File: config.mk
export PLATFORM = sky130hd
export DESIGN_NAME = tcc_ccp
export DESIGN_NICKNAME = d
export VERILOG_FILES = /design/src/tcc_pkg.sv /design/src/tcc_ccp.sv /design/src/tcc_pin_edge.sv
export VERILOG_INCLUDE_DIRS = /design/src
export SDC_FILE = /design/constraint.sdc
export NUM_CORES = 1
export LEC_CHECK = 0
export BUFFER_PORTS_ARGS = -buffer_cell sky130_fd_sc_hd__buf_2
export CAP_MARGIN = 10
export CORE_AREA = 2 2 138 241
export CTS_CLUSTER_DIAMETER = 60
export DETAILED_ROUTE_END_ITERATION = 10
export DIE_AREA = 0 0 140 243
export GPL_ROUTABILITY_DRIVEN = 0
export PLACE_DENSITY_LB_ADDON = 0.25
export SLEW_MARGIN = 10
export SYNTH_ARGS = -nofsm -noshare
export SYNTH_HDL_FRONTEND = slang
export SYNTH_SLANG_ARGS = --single-unit
File: constraint.sdc
create_clock -name hclk -period 4.13 [get_ports hclk]
set_clock_uncertainty 0.15 [all_clocks]
set_input_delay 1.239 -clock hclk [delete_from_list [all_inputs] [get_ports hclk]]
set_output_delay 1.239 -clock hclk [all_outputs]
set_load 0.01 [all_outputs]
File: src/tcc_ccp_defines.svh
// Purpose: offsets, field positions, reset values and counts of the timer compare/capture block
// Assumes: register index times four is the byte address
// Notes: definitions only
`ifndef TCC_CCP_DEFINES_SVH
`define TCC_CCP_DEFINES_SVH

// register indices
`define TCC_IDX_CAPT_LO 8'h24
`define TCC_IDX_CAPT_HI 8'h25
`define TCC_IDX_CMPB_LO 8'h28
`define TCC_IDX_CMPB_HI 8'h29
`define TCC_IDX_CMPA_LO 8'h2a
`define TCC_IDX_CMPA_HI 8'h2b
`define TCC_IDX_CNT_LO  8'h2c
`define TCC_IDX_CNT_HI  8'h2d
`define TCC_IDX_CTRL_B  8'h2e
`define TCC_IDX_CTRL_A  8'h2f
`define TCC_IDX_FLAGS   8'h38
`define TCC_IDX_IRQ_EN  8'h39

// timer_control_a fields
`define TCC_CTA_OUTA_HI 7
`define TCC_CTA_OUTA_LO 6
`define TCC_CTA_OUTB_HI 5
`define TCC_CTA_OUTB_LO 4
`define TCC_CTA_PWM_HI  1
`define TCC_CTA_PWM_LO  0
`define TCC_CTA_MASK    8'hf3
// timer_control_b fields
`define TCC_CTB_EDGE    6
`define TCC_CTB_CS_HI   2
`define TCC_CTB_MASK    8'h47
// flag and enable bits
`define TCC_FLG_OVF     0
`define TCC_FLG_CMPA    1
`define TCC_FLG_CMPB    2
`define TCC_FLG_CAPT    3
`define TCC_FLG_MASK    8'h0f

// reset values
`define TCC_RST_BYTE    8'h00
`define TCC_RST_WORD    16'h0000
`define TCC_RST_PRE     10'h000

// pwm top values
`define TCC_TOP8        16'h00ff
`define TCC_TOP9        16'h01ff
`define TCC_TOP10       16'h03ff
`define TCC_PWM_MSB     9

// prescaler masks: a tick when all masked bits are one
`define TCC_PRE_DIV8    10'h007
`define TCC_PRE_DIV64   10'h03f
`define TCC_PRE_DIV256  10'h0ff
`define TCC_PRE_DIV1024 10'h3ff

`endif

File: src/tcc_pkg.sv
// Purpose: types of the timer compare/capture block
// Assumes: nothing
// Notes: codes follow declaration order
package tcc_pkg;
    typedef enum logic {BUS_IDLE, BUS_DATA} tcc_bus_t;
    typedef enum logic [1:0] {PWM_OFF, PWM_8BIT, PWM_9BIT, PWM_10BIT} tcc_pwm_t;
    typedef enum logic [2:0] {CS_STOP, CS_CK, CS_DIV8, CS_DIV64, CS_DIV256, CS_DIV1024,
                              CS_EXT_FALL, CS_EXT_RISE} tcc_clk_t;
endpackage : tcc_pkg

File: src/tcc_ccp.sv
// Purpose: 16-bit timer with two compares, input capture and phase-correct pwm
// Assumes: ahb-lite single word transfers; data in byte lane 0
// Notes: every transfer takes one wait state; haddr above bit 9 is not decoded
// How it works
// - two 16-bit compare values checked every count
// - only counting, not writes, produces a match
// - compare flag set the cycle after match
// - high byte to holding, low loads both
// - capture edge copies count and sets flag
// - capture register is read-only, 16 bits
// - low capture read moves high into holding
// - pwm counts up to top and back
// - top is 255, 511 or 1023
// - pwm compares only ten low bits
// - pwm action codes clear/set by direction
// - pwm compare writes latch at top
// - compare reads return latest written value
// - zero or top gives fixed low/high level
// - top with undivided clock gives no pulse
// - top with prescaler goes active at top
// - pwm overflow flag set leaving zero
// - flags request interrupts when both enabled
// - two-bit field selects pwm resolution
// - edge select picks falling or rising capture
// - clock select stops, divides or uses pin
//
// Implementation choice: the AHB-Lite slave port.
`timescale 1ns/10ps
`include "tcc_ccp_defines.svh"
module tcc_ccp (
    input  wire logic        hclk,
    input  wire logic        hresetn,
    input  wire logic        hsel,
    input  wire logic [31:0] haddr,
    input  wire logic [1:0]  htrans,
    input  wire logic        hwrite,
    input  wire logic [2:0]  hsize,
    input  wire logic [31:0] hwdata,
    input  wire logic        hready,
    output logic      [31:0] hrdata,
    output logic             hreadyout,
    output logic             hresp,
    input  wire logic        capture_input_pin,
    input  wire logic        ext_clock_pin,
    input  wire logic        global_irq_enable,
    output logic             compare_out_a,
    output logic             compare_out_a_drive,
    output logic             compare_out_b,
    output logic             compare_out_b_drive,
    output logic      [3:0]  irq_req
);
    tcc_pkg::tcc_bus_t bus_state_reg;
    logic [7:0]  acc_idx_reg;
    logic        acc_wr_reg;
    logic [31:0] hrdata_reg;
    logic        hreadyout_reg;
    logic [7:0]  ctrl_a_reg;
    logic [7:0]  ctrl_b_reg;
    logic [7:0]  flags_reg;
    logic [7:0]  irq_en_reg;
    logic [7:0]  temp_reg;
    logic [15:0] timer_count_reg;
    logic [15:0] cmp_a_reg;
    logic [15:0] cmp_a_buf_reg;
    logic [15:0] cmp_b_reg;
    logic [15:0] cmp_b_buf_reg;
    logic [15:0] capture_value_reg;
    logic [9:0]  pre_reg;
    logic        counted_reg;
    logic        dir_up_reg;
    logic        out_a_reg;
    logic        out_a_drv_reg;
    logic        out_b_reg;
    logic        out_b_drv_reg;
    logic [3:0]  irq_reg;

    function automatic logic cmp_hit(input logic [15:0] cnt, input logic [15:0] val, input logic pwm);
        if (pwm) begin
            return cnt[`TCC_PWM_MSB:0] == val[`TCC_PWM_MSB:0];
        end
        return cnt == val;
    endfunction : cmp_hit

    // next pin level on a match; top in pwm is handled as the down-count match, except with the undivided clock, where the level is kept
    function automatic logic pin_action(input logic [1:0] code, input logic cur, input logic pwm,
                                        input logic up_ev, input logic top_ev, input logic undiv);
        if (!pwm) begin
            return (code == 2'b00) ? cur : (code == 2'b01) ? ~cur : code[0];
        end
        if (!code[1]) begin
            return cur;
        end
        if (top_ev) begin
            return undiv ? cur : ~code[0];
        end
        return up_ev ? code[0] : ~code[0];
    endfunction : pin_action

    function automatic logic [15:0] top_of(input tcc_pkg::tcc_pwm_t sel);
        case (sel)
            tcc_pkg::PWM_8BIT: return `TCC_TOP8;
            tcc_pkg::PWM_9BIT: return `TCC_TOP9;
            default:           return `TCC_TOP10;
        endcase
    endfunction : top_of

    // bus decode
    wire logic       accept   = hsel & htrans[1] & hready & (bus_state_reg == tcc_pkg::BUS_IDLE);
    wire logic       acc      = (bus_state_reg == tcc_pkg::BUS_DATA);
    wire logic       wr       = acc & acc_wr_reg;
    wire logic       rd       = acc & ~acc_wr_reg;
    wire logic [7:0] wdat     = hwdata[7:0];
    wire logic       s_capt_l = (acc_idx_reg == `TCC_IDX_CAPT_LO);
    wire logic       s_capt_h = (acc_idx_reg == `TCC_IDX_CAPT_HI);
    wire logic       s_cmpb_l = (acc_idx_reg == `TCC_IDX_CMPB_LO);
    wire logic       s_cmpb_h = (acc_idx_reg == `TCC_IDX_CMPB_HI);
    wire logic       s_cmpa_l = (acc_idx_reg == `TCC_IDX_CMPA_LO);
    wire logic       s_cmpa_h = (acc_idx_reg == `TCC_IDX_CMPA_HI);
    wire logic       s_cnt_l  = (acc_idx_reg == `TCC_IDX_CNT_LO);
    wire logic       s_cnt_h  = (acc_idx_reg == `TCC_IDX_CNT_HI);
    wire logic       s_ctb    = (acc_idx_reg == `TCC_IDX_CTRL_B);
    wire logic       s_cta    = (acc_idx_reg == `TCC_IDX_CTRL_A);
    wire logic       s_flags  = (acc_idx_reg == `TCC_IDX_FLAGS);
    wire logic       s_irq_en = (acc_idx_reg == `TCC_IDX_IRQ_EN);
    wire logic       wr_cnt_l = wr & s_cnt_l;
    wire logic       wr_cmpa  = wr & s_cmpa_l;
    wire logic       wr_cmpb  = wr & s_cmpb_l;
    wire logic [7:0] capt_hi  = capture_value_reg[15:8];

    // high bytes of counter and capture come back through the holding byte
    logic [7:0] rd_val;
    always_comb begin
        if (s_capt_l) begin
            rd_val = capture_value_reg[7:0];
        end else if (s_capt_h || s_cnt_h) begin
            rd_val = temp_reg;
        end else if (s_cmpb_l) begin
            rd_val = cmp_b_buf_reg[7:0];
        end else if (s_cmpb_h) begin
            rd_val = cmp_b_buf_reg[15:8];
        end else if (s_cmpa_l) begin
            rd_val = cmp_a_buf_reg[7:0];
        end else if (s_cmpa_h) begin
            rd_val = cmp_a_buf_reg[15:8];
        end else if (s_cnt_l) begin
            rd_val = timer_count_reg[7:0];
        end else if (s_cta) begin
            rd_val = ctrl_a_reg;
        end else if (s_ctb) begin
            rd_val = ctrl_b_reg;
        end else if (s_flags) begin
            rd_val = flags_reg;
        end else if (s_irq_en) begin
            rd_val = irq_en_reg;
        end else begin
            rd_val = `TCC_RST_BYTE;
        end
    end

    always_ff @(posedge hclk or negedge hresetn) begin
        if (!hresetn) begin
            bus_state_reg <= tcc_pkg::BUS_IDLE;
            acc_idx_reg   <= `TCC_RST_BYTE;
            acc_wr_reg    <= 1'b0;
            hreadyout_reg <= 1'b1;
            hrdata_reg    <= 32'h0000_0000;
        end else begin
            case (bus_state_reg)
                tcc_pkg::BUS_IDLE: begin
                    if (accept) begin
                        acc_idx_reg   <= haddr[9:2];
                        acc_wr_reg    <= hwrite;
                        hreadyout_reg <= 1'b0;
                        bus_state_reg <= tcc_pkg::BUS_DATA;
                    end
                end
                default: begin
                    hreadyout_reg <= 1'b1;
                    hrdata_reg    <= {24'h00_0000, rd ? rd_val : `TCC_RST_BYTE};
                    bus_state_reg <= tcc_pkg::BUS_IDLE;
                end
            endcase
        end
    end

    // control, enables and holding byte
    always_ff @(posedge hclk or negedge hresetn) begin
        if (!hresetn) begin
            ctrl_a_reg <= `TCC_RST_BYTE;
            ctrl_b_reg <= `TCC_RST_BYTE;
            irq_en_reg <= `TCC_RST_BYTE;
            temp_reg   <= `TCC_RST_BYTE;
        end else begin
            if (wr && s_cta) begin
                ctrl_a_reg <= wdat & `TCC_CTA_MASK;
            end
            if (wr && s_ctb) begin
                ctrl_b_reg <= wdat & `TCC_CTB_MASK;
            end
            if (wr && s_irq_en) begin
                irq_en_reg <= wdat & `TCC_FLG_MASK;
            end
            if (wr && (s_cmpa_h || s_cmpb_h || s_cnt_h)) begin
                temp_reg <= wdat;
            end else if (rd && s_capt_l) begin
                temp_reg <= capt_hi;
            end else if (rd && s_cnt_l) begin
                temp_reg <= timer_count_reg[15:8];
            end
        end
    end

    // clock selection and prescaler
    wire tcc_pkg::tcc_pwm_t pwm_sel = tcc_pkg::tcc_pwm_t'(ctrl_a_reg[`TCC_CTA_PWM_HI:`TCC_CTA_PWM_LO]);
    wire tcc_pkg::tcc_clk_t cs_sel  = tcc_pkg::tcc_clk_t'(ctrl_b_reg[`TCC_CTB_CS_HI:0]);
    wire logic        pwm_on = (pwm_sel != tcc_pkg::PWM_OFF);
    wire logic [15:0] top    = top_of(pwm_sel);
    wire logic        undiv  = (cs_sel == tcc_pkg::CS_CK);
    logic ext_rise;
    logic ext_fall;
    logic cap_rise;
    logic cap_fall;

    tcc_pin_edge u_ext_edge (
        .hclk    (hclk),
        .hresetn (hresetn),
        .pin     (ext_clock_pin),
        .rise    (ext_rise),
        .fall    (ext_fall)
    );

    tcc_pin_edge u_cap_edge (
        .hclk    (hclk),
        .hresetn (hresetn),
        .pin     (capture_input_pin),
        .rise    (cap_rise),
        .fall    (cap_fall)
    );

    logic tick;
    always_comb begin
        case (cs_sel)
            tcc_pkg::CS_STOP:     tick = 1'b0;
            tcc_pkg::CS_CK:       tick = 1'b1;
            tcc_pkg::CS_DIV8:     tick = (pre_reg & `TCC_PRE_DIV8) == `TCC_PRE_DIV8;
            tcc_pkg::CS_DIV64:    tick = (pre_reg & `TCC_PRE_DIV64) == `TCC_PRE_DIV64;
            tcc_pkg::CS_DIV256:   tick = (pre_reg & `TCC_PRE_DIV256) == `TCC_PRE_DIV256;
            tcc_pkg::CS_DIV1024:  tick = (pre_reg & `TCC_PRE_DIV1024) == `TCC_PRE_DIV1024;
            tcc_pkg::CS_EXT_FALL: tick = ext_fall;
            default:              tick = ext_rise;
        endcase
    end

    // counter: up in normal mode, up/down between zero and top in pwm
    wire logic        count_ev = tick & ~wr_cnt_l;
    wire logic        at_top   = (timer_count_reg >= top);
    wire logic        at_bot   = (timer_count_reg == `TCC_RST_WORD);
    wire logic        top_eq   = (timer_count_reg == top);
    wire logic [15:0] cnt_inc  = timer_count_reg + 16'h0001;
    wire logic [15:0] cnt_dec  = timer_count_reg - 16'h0001;
    wire logic [15:0] cnt_step = !pwm_on ? cnt_inc :
                                 dir_up_reg ? (at_top ? cnt_dec : cnt_inc) : (at_bot ? cnt_inc : cnt_dec);
    wire logic        latch_top = pwm_on & count_ev & (cnt_step == top);
    wire logic        ovf_ev   = count_ev & (pwm_on ? at_bot : (timer_count_reg == 16'hffff));

    always_ff @(posedge hclk or negedge hresetn) begin
        if (!hresetn) begin
            pre_reg         <= `TCC_RST_PRE;
            timer_count_reg <= `TCC_RST_WORD;
            counted_reg     <= 1'b0;
            dir_up_reg      <= 1'b1;
        end else begin
            pre_reg     <= pre_reg + 10'h001;
            counted_reg <= count_ev;
            if (wr_cnt_l) begin
                timer_count_reg <= {temp_reg, wdat};
            end else if (tick) begin
                timer_count_reg <= cnt_step;
            end
            if (!pwm_on) begin
                dir_up_reg <= 1'b1;
            end else if (count_ev && at_top) begin
                dir_up_reg <= 1'b0;
            end else if (count_ev && at_bot) begin
                dir_up_reg <= 1'b1;
            end
        end
    end

    // compare values: buffered in pwm, direct otherwise
    always_ff @(posedge hclk or negedge hresetn) begin
        if (!hresetn) begin
            cmp_a_reg     <= `TCC_RST_WORD;
            cmp_a_buf_reg <= `TCC_RST_WORD;
            cmp_b_reg     <= `TCC_RST_WORD;
            cmp_b_buf_reg <= `TCC_RST_WORD;
        end else begin
            if (wr_cmpa) begin
                cmp_a_buf_reg <= {temp_reg, wdat};
            end
            if (wr_cmpb) begin
                cmp_b_buf_reg <= {temp_reg, wdat};
            end
            if (wr_cmpa && !pwm_on) begin
                cmp_a_reg <= {temp_reg, wdat};
            end else if (!pwm_on || latch_top) begin
                cmp_a_reg <= cmp_a_buf_reg;
            end
            if (wr_cmpb && !pwm_on) begin
                cmp_b_reg <= {temp_reg, wdat};
            end else if (!pwm_on || latch_top) begin
                cmp_b_reg <= cmp_b_buf_reg;
            end
        end
    end

    // match only in the cycle after the counter itself moved
    wire logic match_a = counted_reg & cmp_hit(timer_count_reg, cmp_a_reg, pwm_on);
    wire logic match_b = counted_reg & cmp_hit(timer_count_reg, cmp_b_reg, pwm_on);
    wire logic up_ev   = at_bot | (~top_eq & dir_up_reg);
    wire logic [1:0] code_a = ctrl_a_reg[`TCC_CTA_OUTA_HI:`TCC_CTA_OUTA_LO];
    wire logic [1:0] code_b = ctrl_a_reg[`TCC_CTA_OUTB_HI:`TCC_CTA_OUTB_LO];
    wire logic cap_edge = ctrl_b_reg[`TCC_CTB_EDGE] ? cap_rise : cap_fall;
    wire logic [7:0] flags_set = {4'h0, cap_edge, match_b, match_a, ovf_ev};
    wire logic [7:0] flags_clr = (wr && s_flags) ? wdat : `TCC_RST_BYTE;

    always_ff @(posedge hclk or negedge hresetn) begin
        if (!hresetn) begin
            out_a_reg         <= 1'b0;
            out_b_reg         <= 1'b0;
            out_a_drv_reg     <= 1'b0;
            out_b_drv_reg     <= 1'b0;
            capture_value_reg <= `TCC_RST_WORD;
            flags_reg         <= `TCC_RST_BYTE;
            irq_reg           <= 4'h0;
        end else begin
            if (match_a) begin
                out_a_reg <= pin_action(code_a, out_a_reg, pwm_on, up_ev, top_eq, undiv);
            end
            if (match_b) begin
                out_b_reg <= pin_action(code_b, out_b_reg, pwm_on, up_ev, top_eq, undiv);
            end
            out_a_drv_reg <= pwm_on ? code_a[1] : (code_a != 2'b00);
            out_b_drv_reg <= pwm_on ? code_b[1] : (code_b != 2'b00);
            if (cap_edge) begin
                capture_value_reg <= timer_count_reg;
            end
            // a set in the cycle of a clear wins
            flags_reg <= (flags_reg & ~flags_clr) | flags_set;
            irq_reg   <= flags_reg[3:0] & irq_en_reg[3:0] & {4{global_irq_enable}};
        end
    end

    assign hrdata              = hrdata_reg;
    assign hreadyout           = hreadyout_reg;
    assign hresp               = 1'b0;
    assign compare_out_a       = out_a_reg;
    assign compare_out_a_drive = out_a_drv_reg;
    assign compare_out_b       = out_b_reg;
    assign compare_out_b_drive = out_b_drv_reg;
    assign irq_req             = irq_reg;
endmodule : tcc_ccp

File: src/tcc_pin_edge.sv
// Purpose: bring an outside pin into the clock domain and find its edges
// Assumes: pin is asynchronous to hclk
// Notes: a change counts once the second and third stage agree
`timescale 1ns/10ps
module tcc_pin_edge (
    input  wire logic hclk,
    input  wire logic hresetn,
    input  wire logic pin,
    output wire logic rise,
    output wire logic fall
);
    logic s1_reg;
    logic s2_reg;
    logic s3_reg;
    logic level_reg;
    wire  logic agree = (s2_reg == s3_reg);

    always_ff @(posedge hclk or negedge hresetn) begin
        if (!hresetn) begin
            s1_reg    <= 1'b0;
            s2_reg    <= 1'b0;
            s3_reg    <= 1'b0;
            level_reg <= 1'b0;
        end else begin
            s1_reg <= pin;
            s2_reg <= s1_reg;
            s3_reg <= s2_reg;
            if (agree) begin
                level_reg <= s3_reg;
            end
        end
    end

    assign rise = agree & s3_reg & ~level_reg;
    assign fall = agree & ~s3_reg & level_reg;
endmodule : tcc_pin_edge

==> results.tsv <==
metric	value	unit
rsz0062_at_grt	no	
firstDrtPassIters	8	
worst-path-buf-inv	4	
rows	87	
syn_inst	949	
power.static_leakage	4.78	nW
clock_tree.root_cell	clkbuf_16	
dp.cells	1370	
insertion_delay	0.46	ns
post_synth.cell_area_avg	10.0	um2
timing.rr.start	ctrl_a_reg[0]$_DFFE_PN0P_	
p_total	5.41	mW
layout-drive-gt1-share	0.204	
min_period	3.91	ns
dieArea	34000	um2
grt_max_degree	72	
fmax	0.256	GHz
synth_edf_count	0	
regToRegSetupSlack	0.22	ns
area_delta_synth_final	13.6	%
cts-htree-levels	4	
final_nets	1081	
ys_ff_latch	173	
coreArea	32100	um2
cap_violations	0	
crit_top_cell	buf_4	
comb_power_share	0.300	
ys_warn_count	0	
vias	7298	
p_sw	1.90	mW
slew_headroom	0.229	
setup_viol	0	
die_h	243	um
swShare	0.351	
synth.yosys.seq_area_share	0.456	
seqPwrFrac	0.400	
diodes	0	
internal-power	3.51	mW
groute.usage.overall	0.175	
timing.final.crit_share	0.946	
rr_endpoint	cmp_b_reg[3]$_DFFE_PN0P_	
worst_slew_pin_slew	1.15	ns
cts_sinks	173	
cts_made_buffers	17	
cts.clk_slew.worst_paths	0.07	ns
critPathTopFamily	simple AND/OR/NAND/NOR gates	
synth_cell_types	67	
failed_checks	DRC	
grt-ovfl-total	0	
io_buffers	41	
grt_pass1_wl	44800	um
cts_tree	done	
ios	119	
hold_violations	0	
instances_no_fill	1404	
drtIter0Drc	562	
antenna_left	0	
status	finished, violations left	
ir_drop	0.412	mV
async_reset_ff_frac	1.00	
worst-path-max-fanout	64	
antenna_found_initial	0	
powerDensity	501	nW/um2
pwr-share-clk	0.299	
critPathMaxStageDelay	0.43	ns
synthFlopType	dfrtp_1	
ctsLongestPathBuffers	2	
crit_path_top_delay_cell	dfrtp_1	
hp-start	u_ext_edge.s1_reg$_DFF_PN0_	
worstPathArrival	4.10	ns
final_max_slew_viol_count	0	
via_per_inst	5.20	
dp_hpwl	21200	um
crit_path_end_kind	flip-flop	
netlist_area	9510	um2
post-route-drc-count	5	
reg2reg_depth	14	
crit_path_cell_trace	inv_1 -> ha_4 -> ha_1 -> nand2_1 -> or3_1 -> a221oi_4 -> buf_4 -> buf_4 -> mux2i_1 -> xnor2_1 -> nor3_1 -> nand4_2 -> buf_12 -> o311ai_0	
critical_path_required	4.32	ns
ctsHoldBuffers	0	
die_w	140	um
hold_path_class	reg -> reg	
critPathLaunchType	flip-flop	
worstHoldPathCells	0	
wl_per_cell	20.8	um
initial_core_util	0.296	
hold_path_end	u_ext_edge.s2_reg$_DFF_PN0_	
grt_pass1_vias	7397	
wirelength	29200	um
setup.worst_path.class	reg -> reg	
finalSetupTns	0	ns
final cells by class:
cell class	instances	area, um2
fillers	3250	21300
clock buffers	22	474
well taps	400	500
inverters	51	191
multi-input cells	667	4660
clock inverters	10	104
flip-flops and latches	173	4330
repair buffers	81	537
synthesized netlist by cell type (5+ instances only):
| library cell | number | area, um2 |
|---|---|---|
| a21o_1 | 7 | 52.6 |
| a21oi_1 | 26 | 130 |
| a221oi_1 | 5 | 43.8 |
| a22oi_1 | 6 | 45.0 |
| a31oi_1 | 7 | 43.8 |
| and3_1 | 14 | 87.6 |
| buf_1 | 7 | 26.3 |
| buf_2 | 10 | 50.1 |
| buf_4 | 25 | 188 |
| clkbuf_1 | 36 | 135 |
| dfrtp_1 | 171 | 4280 |
| ha_1 | 13 | 163 |
| inv_1 | 50 | 188 |
| mux2_2 | 64 | 721 |
| mux2i_1 | 20 | 200 |
| nand2_1 | 117 | 439 |
| nand3_1 | 24 | 120 |
| nand3b_1 | 36 | 270 |
| nand4_1 | 16 | 100 |
| nor2_1 | 57 | 214 |
| nor3_1 | 18 | 90.1 |
| nor4_1 | 9 | 56.3 |
| o21ai_0 | 21 | 105 |
| o221a_2 | 7 | 78.8 |
| o22ai_1 | 5 | 31.3 |
| o311ai_0 | 5 | 43.8 |
| o311ai_1 | 23 | 201 |
| o311ai_2 | 5 | 81.3 |
| or2_2 | 5 | 31.3 |
| or3_1 | 9 | 56.3 |
| xnor2_1 | 50 | 438 |
| xor2_1 | 19 | 166 |
power groups by stage:
stage | combinational, mW | sequential, mW | clock, mW
finish | 1.62 | 2.17 | 1.62
detailed placement | 1.59 | 2.20 | 0
global route | 1.74 | 2.20 | 1.71
CTS | 1.60 | 2.16 | 1.66
global placement | 1.58 | 2.19 | 0
floorplan | 1.10 | 2.10 | 0
worst register-to-register path, delay by kind of cell (launching register included):
kind	cells	cell delay, ns
AND/OR/NAND/NOR	4	0.86
AO/OA/AOI/OAI	2	0.69
buffers and inverters	4	0.67
adder cells (fa/ha/maj)	2	0.56
flip-flops	1	0.43
multiplexers	1	0.35
XOR/XNOR	1	0.10
worst max path at each step:
stage,start,endpoint,slack (ns),cells past startpoint
after CTS,ctrl_a_reg[0]$_DFFE_PN0P_,cmp_a_reg[6]$_DFFE_PN0P_,0.11,13
after floorplan,ctrl_a_reg[0]$_DFFE_PN0P_,cmp_b_reg[1]$_DFFE_PN0P_,0.61,15
after detailed placement,ctrl_a_reg[0]$_DFFE_PN0P_,cmp_b_reg[3]$_DFFE_PN0P_,0.13,13
after global placement,ctrl_a_reg[0]$_DFFE_PN0P_,cmp_b_reg[3]$_DFFE_PN0P_,0.17,13
after global routing,ctrl_a_reg[0]$_DFFE_PN0P_,cmp_b_reg[0]$_DFFE_PN0P_,0.004,14
final,ctrl_a_reg[0]$_DFFE_PN0P_,cmp_b_reg[3]$_DFFE_PN0P_,0.22,14
through the flow:
step	hold slack [ns]	setup slack (ns)	utilization	instance area (um2)
5_1_grt	0.216	0.00422	0.336	10800
6_report	0.201	0.224	0.336	10800
3_5_place_dp	0.190	0.127	0.317	10200
2_1_floorplan	0.181	0.611	-	9600
4_1_cts	0.204	0.107	0.335	10800
3_3_place_gp	0.188	0.170	0.317	10200
logic make-up (layout without fill, tap and decap cells):
family,count (synthesis),after routing,share of synthesized area
DFF,173,173,0.456
other,1,25,0.000395
adders and majority gates,13,13,0.0171
and+or+nand+nor,324,324,0.171
xor gates and xnor gates,69,69,0.0636
muxes,88,88,0.105
AOI/OAI and AO/OA,148,148,0.120
buffers and inverters,133,164,0.0669
timing repair:
item	4_1_cts	5_1_grt
resized for setup	0	2
buffers inserted	0	2
setup endpoints to repair	0	30
cell usage in the layout (no fill, tap or decap), drive strengths merged, types with 3 or more instances in the layout:
master,netlist,final
xnor2,50,50
or3,9,9
nand3b,36,36
a22o,3,3
nor4,9,9
nand2,117,117
a31oi,7,7
xor2,19,19
mux4,3,3
a221oi,6,6
clkinv,1,3
o221a,7,7
o22ai,5,5
dfrtp,171,171
mux2,64,64
and4,3,3
nand4,17,17
nor3,18,18
and3,14,14
a22oi,6,6
conb,1,25
nor2,57,57
nor3b,3,3
nor4b,3,3
a21boi,4,4
o311ai,33,33
ha,13,13
clkinvlp,0,3
a21oi,26,26
inv,50,54
or2,5,5
a21o,7,7
buf,46,81
mux2i,21,21
clkbuf,36,22
o21ai,22,22
nand3,25,25
metal layers:
metal | vias up | part of all wire | track usage
met5 | - | 0 | 0
met4 | 0 | 0.050 | 0.0954
met3 | 73 | 0.031 | 0.0245
met2 | 194 | 0.54 | 0.328
met1 | 3637 | 0.38 | 0.186
li1 | 3394 | - | -
Note: power is estimated with default switching activity, not from simulation.
